===== config.mk =====
export PLATFORM = sky130hd
export DESIGN_NAME = ccsr_regs
export DESIGN_NICKNAME = d
export VERILOG_FILES = /design/src/rtl/ccsr_pkg.sv /design/src/rtl/ccsr_regs.sv
export SDC_FILE = /design/constraint.sdc
export NUM_CORES = 1
export LEC_CHECK = 0
export ABC_AREA = 1
export BUFFER_PORTS_ARGS = -buffer_cell sky130_fd_sc_hd__clkbuf_2
export CORE_AREA = 2 2 63 65
export DETAILED_ROUTE_END_ITERATION = 10
export DIE_AREA = 0 0 65 67
export PLACE_DENSITY = 0.87
export SLEW_MARGIN = 20
export SYNTH_ARGS = -nofsm -noshare
export SYNTH_HDL_FRONTEND = slang
export SYNTH_SLANG_ARGS = --single-unit

===== constraint.sdc =====
create_clock -name core_clk -period 2.04 [get_ports core_clk]
set_clock_uncertainty 0.15 [all_clocks]
set_input_delay 0.102 -clock core_clk [delete_from_list [all_inputs] [get_ports core_clk]]
set_output_delay 0.102 -clock core_clk [all_outputs]
set_load 0.005 [all_outputs]

===== src/rtl/ccsr_pkg.sv =====
package ccsr_pkg;

  // =====================================================================
  // command codes
  localparam logic [7:0] CMD_CHARGE_CURRENT = 8'h14;
  localparam logic [7:0] CMD_CHARGER_STATUS = 8'h20;
  localparam logic [7:0] CMD_THROTTLE_STATUS = 8'h21;

  // =====================================================================
  // field positions
  localparam int SYSTEM_OVERVOLTAGE_BIT = 4;
  localparam int LATCHOFF_BIT = 2;
  localparam int CUR_LSB = 6;
  localparam int CUR_MSB = 12;
  localparam int CUR_INVALID_LSB = 13;
  localparam int THR_FLAGS = 7;

  // =====================================================================
  // reset values and weights
  localparam logic [15:0] CHARGE_CURRENT_RST = 16'h0000;
  localparam logic [6:0] THROTTLE_RST = 7'h00;
  localparam int CUR_STEP_MA = 64;
  localparam logic [6:0] PRECHARGE_CLAMP_CODE = 7'h06;
  localparam logic [6:0] ONE_CELL_FAST_CLAMP_CODE = 7'h1F;
  localparam logic [6:0] WAKEUP_CURRENT_CODE = 7'h01;

  // =====================================================================
  // throttle trigger bundle
  typedef struct packed {
    logic comparator;
    logic critical_current;
    logic nominal_current;
    logic discharge_current;
    logic system_voltage;
    logic battery_removal;
    logic adapter_removal;
  } ccsr_throttle_t;

  // converter health events
  typedef struct packed {
    logic system_overvoltage;
    logic latch_off;
    logic input_overvoltage;
    logic input_overcurrent;
    logic thermal_shutdown;
  } ccsr_fault_t;

endpackage : ccsr_pkg


===== src/rtl/ccsr_regs.sv =====
// Functional notes
// - current, status and throttle words at command codes 14h, 20h, 21h
// - overvoltage sets status bit 4 and holds the converter off
// - latch clears on host write of 0 or adapter removal, after event
// - latch-off fault bit 2 stays set until host reads status
// - throttle flags bits 6..0 reset to 0, stick at 1 once triggered
// - charge current is seven bits 12..6, 64 mA steps to 8.128 A
// - field bits weighted binary, bit 12 is 4096 mA, bit 6 is 64 mA
// - current write with any of bits 15..13 set is discarded
// - bits 5..0 of current word are ignored on write
// - power-on current is zero unless automatic wakeup is active
// - input-good low clears current, except for input overvoltage
// - battery-present pin low clears current setting
// - current kept through overcurrent, thermal, latch-off, overvoltage
// - battery switch linear mode in pre-charge, control bit default 1
// - multi-cell pre-charge regulates at minimum system, clamps 384 mA
// - single cell pre-charge to fast at 3 V, pre-charge clamp 384 mA
// - single cell 3 V to 3.6 V keeps linear switch, clamps at 1984 mA
// - current write before voltage write starts charging at once
// - zero max-voltage write forces current to zero, stops charge
`timescale 1ns/1ps
`default_nettype none

module ccsr_regs
(
  // clock and reset
  input wire logic core_clk,
  input wire logic sys_rst,
  // register port from the smbus engine
  input wire logic reg_wr,
  input wire logic reg_rd,
  input wire logic [7:0] reg_cmd,
  input wire logic [15:0] reg_wdata,
  output logic [15:0] reg_rdata,
  // charger state inputs
  input wire logic auto_wakeup,
  input wire logic input_good,
  input wire logic adapter_present,
  input wire logic cell_count_battery_present_pin,
  input wire logic single_cell,
  input wire logic in_precharge,
  input wire logic vbat_below_3v,
  input wire logic vbat_below_min_sys,
  input wire logic max_voltage_zero_wr,
  input wire ccsr_pkg::ccsr_fault_t fault_evt,
  input wire ccsr_pkg::ccsr_throttle_t throttle_evt,
  // control outputs
  output logic converter_enable,
  output logic charge_enable,
  output logic battery_switch_linear,
  output logic regulate_min_sys,
  output logic [6:0] applied_current_code
);

  // =====================================================================
  // decode helpers
  function automatic logic cur_wr_valid(input logic [15:0] d);
    cur_wr_valid = (d[15:ccsr_pkg::CUR_INVALID_LSB] == 3'h0);
  endfunction : cur_wr_valid

  function automatic logic [6:0] clamp(input logic [6:0] v,
                                       input logic [6:0] lim);
    clamp = (v > lim) ? lim : v;
  endfunction : clamp

  logic [6:0] current_r;
  logic system_overvoltage_r;
  logic latchoff_r;
  ccsr_pkg::ccsr_throttle_t throttle_r;
  logic boot_r;
  logic wr_cur, wr_stat, rd_stat;
  logic adapter_d_r;
  logic adapter_fall;

  always_comb
  begin
    wr_cur = reg_wr && reg_cmd == ccsr_pkg::CMD_CHARGE_CURRENT;
    wr_stat = reg_wr && reg_cmd == ccsr_pkg::CMD_CHARGER_STATUS;
    rd_stat = reg_rd && reg_cmd == ccsr_pkg::CMD_CHARGER_STATUS;
    adapter_fall = adapter_d_r && !adapter_present;
  end

  // =====================================================================
  // charge current setting
  // wakeup value caught on the first clocked cycle after reset, not in it
  always_ff @(posedge core_clk)
  begin
    if (sys_rst)
    begin
      current_r <= ccsr_pkg::CHARGE_CURRENT_RST[12:6];
      boot_r <= 1'b1;
    end
    else
    begin
      boot_r <= 1'b0;
      if (!cell_count_battery_present_pin)
        current_r <= 7'h00;
      else if (!input_good && !fault_evt.input_overvoltage)
        current_r <= 7'h00;
      else if (max_voltage_zero_wr)
        current_r <= 7'h00;
      else if (wr_cur && cur_wr_valid(reg_wdata))
        current_r <= reg_wdata[ccsr_pkg::CUR_MSB:ccsr_pkg::CUR_LSB];
      else if (boot_r && auto_wakeup)
        current_r <= ccsr_pkg::WAKEUP_CURRENT_CODE;
      // overcurrent, thermal, latch-off, overvoltage leave it alone
    end
  end

  // =====================================================================
  // system overvoltage latch
  always_ff @(posedge core_clk)
  begin
    if (sys_rst)
      adapter_d_r <= 1'b0;
    else
      adapter_d_r <= adapter_present;
  end

  // event wins over a clear in the same cycle
  always_ff @(posedge core_clk)
  begin
    if (sys_rst)
      system_overvoltage_r <= 1'b0;
    else if (fault_evt.system_overvoltage)
      system_overvoltage_r <= 1'b1;
    else if (adapter_fall || (wr_stat && !reg_wdata[ccsr_pkg::SYSTEM_OVERVOLTAGE_BIT]))
      system_overvoltage_r <= 1'b0;
  end

  // latch-off fault, read clears, set wins
  always_ff @(posedge core_clk)
  begin
    if (sys_rst)
      latchoff_r <= 1'b0;
    else if (fault_evt.latch_off)
      latchoff_r <= 1'b1;
    else if (rd_stat)
      latchoff_r <= 1'b0;
  end

  // throttle flags only ever set; bus writes never reach them
  always_ff @(posedge core_clk)
  begin
    if (sys_rst)
      throttle_r <= ccsr_pkg::THROTTLE_RST;
    else
      throttle_r <= throttle_r | throttle_evt;
  end

  // =====================================================================
  // read data, registered so the output comes from a flop
  always_ff @(posedge core_clk)
  begin
    if (sys_rst)
      reg_rdata <= 16'h0000;
    else if (reg_rd)
    begin
      if (reg_cmd == ccsr_pkg::CMD_CHARGE_CURRENT)
        reg_rdata <= {3'h0, current_r, 6'h00};
      else if (reg_cmd == ccsr_pkg::CMD_CHARGER_STATUS)
        reg_rdata <= {11'h000, system_overvoltage_r, 1'b0, latchoff_r, 2'h0};
      else if (reg_cmd == ccsr_pkg::CMD_THROTTLE_STATUS)
        reg_rdata <= {9'h000, throttle_r};
      else
        reg_rdata <= 16'h0000;
    end
  end

  // =====================================================================
  // converter control and current clamps
  logic [6:0] clamp_nxt;
  always_comb
  begin
    clamp_nxt = current_r;
    if (in_precharge && (!single_cell || vbat_below_3v))
      clamp_nxt = clamp(current_r, ccsr_pkg::PRECHARGE_CLAMP_CODE);
    else if (single_cell && vbat_below_min_sys)
      clamp_nxt = clamp(current_r, ccsr_pkg::ONE_CELL_FAST_CLAMP_CODE);
  end

  always_ff @(posedge core_clk)
  begin
    if (sys_rst)
    begin
      converter_enable <= 1'b0;
      charge_enable <= 1'b0;
      battery_switch_linear <= 1'b1;
      regulate_min_sys <= 1'b0;
      applied_current_code <= 7'h00;
    end
    else
    begin
      converter_enable <= !system_overvoltage_r && !fault_evt.system_overvoltage;
      charge_enable <= current_r != 7'h00;
      battery_switch_linear <= in_precharge ||
                               (single_cell && vbat_below_min_sys);
      regulate_min_sys <= in_precharge && !single_cell;
      applied_current_code <= clamp_nxt;
    end
  end
endmodule : ccsr_regs

`default_nettype wire


==> impl_metrics.env <==
export IMPL_grt_max_degree=24
export IMPL_peakVddDrop_uv=410
export IMPL_outcome="finished clean"
export IMPL_ys_top_cells_by_area="dfxtp_1 (48%), nor2_1 (6.4%), nand2_1 (6.2%), a21oi_1 (5.4%), nand3_1 (4.5%)"
export IMPL_required_ns=2.07
export IMPL_wirelength_um=4030
export IMPL_synth_compound_area_frac=0.0919
export IMPL_drv_cap=0
export IMPL_synth_simple_gate_area_frac=0.342
export IMPL_vias=1666
export IMPL_grt_pass1_vias=1701
export IMPL_clkTransAtPathRegs_ns=0.07
export IMPL_rsz0062_at_grt="false"
export IMPL_p_leak_nw=1.11
export IMPL_ys_ff_latch=42
export IMPL_syn_to_final_growth_pct=37.4
export IMPL_synth_xor_area_frac=0
export IMPL_final_cells=354
export IMPL_hold_path_class="in2reg"
export IMPL_hold_viol_final=0
export IMPL_slew_violations=0
export IMPL_firstDrtPassIters=4
export IMPL_ant_nets=0
export IMPL_synth_area_per_cell_um2=8.23
export IMPL_htree_levels=2
export IMPL_drc=0
export IMPL_yosys_warnings=0
export IMPL_cp_max_fo=2
export IMPL_min_period_ns=1.95
export IMPL_io_buffers=65
export IMPL_setup_viol=0
export IMPL_period_share=0.957
export IMPL_dp_hpwl_um=2860
export IMPL_antenna_found_initial=0
export IMPL_max_freq_mhz=512
export IMPL_path_class="in2reg"
export IMPL_synthMuxAreaShare=0
export IMPL_cts_tree="done"
export IMPL_dr_first_iter_drc_count=111
export IMPL_initial_core_util=0.491
export IMPL_diodes=0
export IMPL_core_um2=3610
export IMPL_std_cell_rows=22
export IMPL_cts_sinks=42
export IMPL_synth_top_family_by_area="simple AND/OR/NAND/NOR gates"
export IMPL_die_h_um=67
export IMPL_cts_buffers_inserted=5
export IMPL_synth_top_cell_by_area="dfxtp_1"
export IMPL_grt_overflow=0
export IMPL_dieArea_um2=4360
export IMPL_setup_tns_ns=0
export IMPL_die_w_um=65
export IMPL_root_buffer="clkbuf_8"
export IMPL_seq_area_frac_synth=0.475
export IMPL_synth_fa_ha_area_frac=0
export IMPL_clk_latency_ns=0.29
export IMPL_via_per_inst=4.71
export IMPL_synth_area_um2=1770
export IMPL_clockBufferDepth=2
export IMPL_drive_gt1_frac=0.343
export IMPL_avgRoutedWirePerCell_um=11.4
export IMPL_gp_congestion=0.830
export IMPL_ys_types=30
export IMPL_finalNetCount=354
export IMPL_track_usage=0.213
export IMPL_synth_top_area_share=0.475
export IMPL_grt_pass1_wl_um=7090
export IMPL_end_kind="flop"
export IMPL_arrival_ns=1.99
export IMPL_power_density_nw_per_um2=649
export IMPL_startpoint_type="primary input"
export IMPL_placed_cell_area_um2=2110
export IMPL_numPlacedInstances=323
export IMPL_netlist_instances=215
export IMPL_post_route_util=0.674
export IMPL_design_area_um2=2430
export IMPL_ios=76
## metal layers
layer	track usage	up-vias	part of all wire
met2	0.394	57	0.52
met1	0.224	737	0.40
met5	0	-	0
met3	0.0760	6	0.070
li1	-	866	-
met4	0.0691	0	0.013
## report_power, final
part	leakage [nW]	switching (mW)	internal [mW]
registers	0.343	0.0112	0.842
logic	0.721	0.0933	0.0908
clock network	0.0482	0.268	0.273
total	1.11	0.372	1.21
## final cells by class
class | count | area, um^2
clock buffer | 7 | 86.3
sequential | 42 | 841
clock inverter | 1 | 5.00
inverter | 26 | 97.6
fill | 308 | 1170
multi-input combinational | 141 | 778
timing repair buffer | 89 | 563
tap | 48 | 60.1
## synth_stat cells (all sizes together)
cell,number
clkbuf,2
inv,26
a21oi,19
dfxtp,42
a21boi,1
nor4,1
a31oi,2
buf,6
or2,1
nor3,9
conb,1
nand2,32
o21bai,1
o21ai,8
nor2,36
and2,1
nand4,4
nand3,23
## registers in the layout (all words and copies together), names as in the netlist
register               cells
regulate_min_sys           1
boot_r                     1
converter_enable           1
adapter_d_r                1
current_r                  7
battery_switch_linear      1
system_overvoltage_r       1
applied_current_code       7
reg_rdata                 13
charge_enable              1
throttle_r                 7
latchoff_r                 1
## final timing paths
| kind | slack, ns | cells after the start | end | start |
|---|---|---|---|---|
| hold / removal | 0.01 | 4 | regulate_min_sys | in_precharge |
| setup reg to reg | 0.74 | 7 | applied_current_code[4] | current_r[5] |
| setup / recovery | 0.09 | 6 | battery_switch_linear | single_cell |
| hold reg to reg | 0.31 | 1 | converter_enable | system_overvoltage_r |
## kinds of logic after synthesis
| family | after synthesis |
|---|---|
| and+or+nand+nor | 107 |
| other | 1 |
| buffers and inverters | 34 |
| AOI/OAI and AO/OA | 31 |
| DFF | 42 |
## stage by stage
stage / setup slack, ns / hold slack, ns / power (mW)
floorplan: 0.929 / -0.0203 / 0.957
global placement: 0.807 / 0.134 / 1.02
detailed placement: 0.734 / 0.142 / 1.02
CTS: 0.112 / 0.00354 / 1.59
global route: 0.0179 / 0.0448 / 1.65
finish: 0.0886 / 0.0117 / 1.58
## cells in the final DEF (no fill, tap or decap), types with 2 or more instances in the layout
cell,count
nor3_2,6
inv_2,9
nand2_2,2
nand3_2,6
nand4_1,4
o21ai_1,2
nor3_1,3
conb_1,3
dfxtp_1,42
nor2_8,2
a31oi_1,2
clkbuf_8,6
inv_1,17
nand2_1,29
nor2_4,3
clkbuf_2,65
a21oi_1,19
nand3_1,16
dlygate4sd3_1,23
nor2_1,30
o21ai_0,6
## critical path: stages
cell and delay (ns):
dlygate4sd3_1 0.54, clkbuf_2 0.11, nand2_1 0.08, dlygate4sd3_1 0.55, nand3_1 0.06, dlygate4sd3_1 0.55
## repair_timing
item	4_1_cts	5_1_grt
setup buffers	0	0
endpoints found under the hold margin	20	0
hold buffers	23	0
resized for setup	0	0
Power figures use the tool's default switching activity.
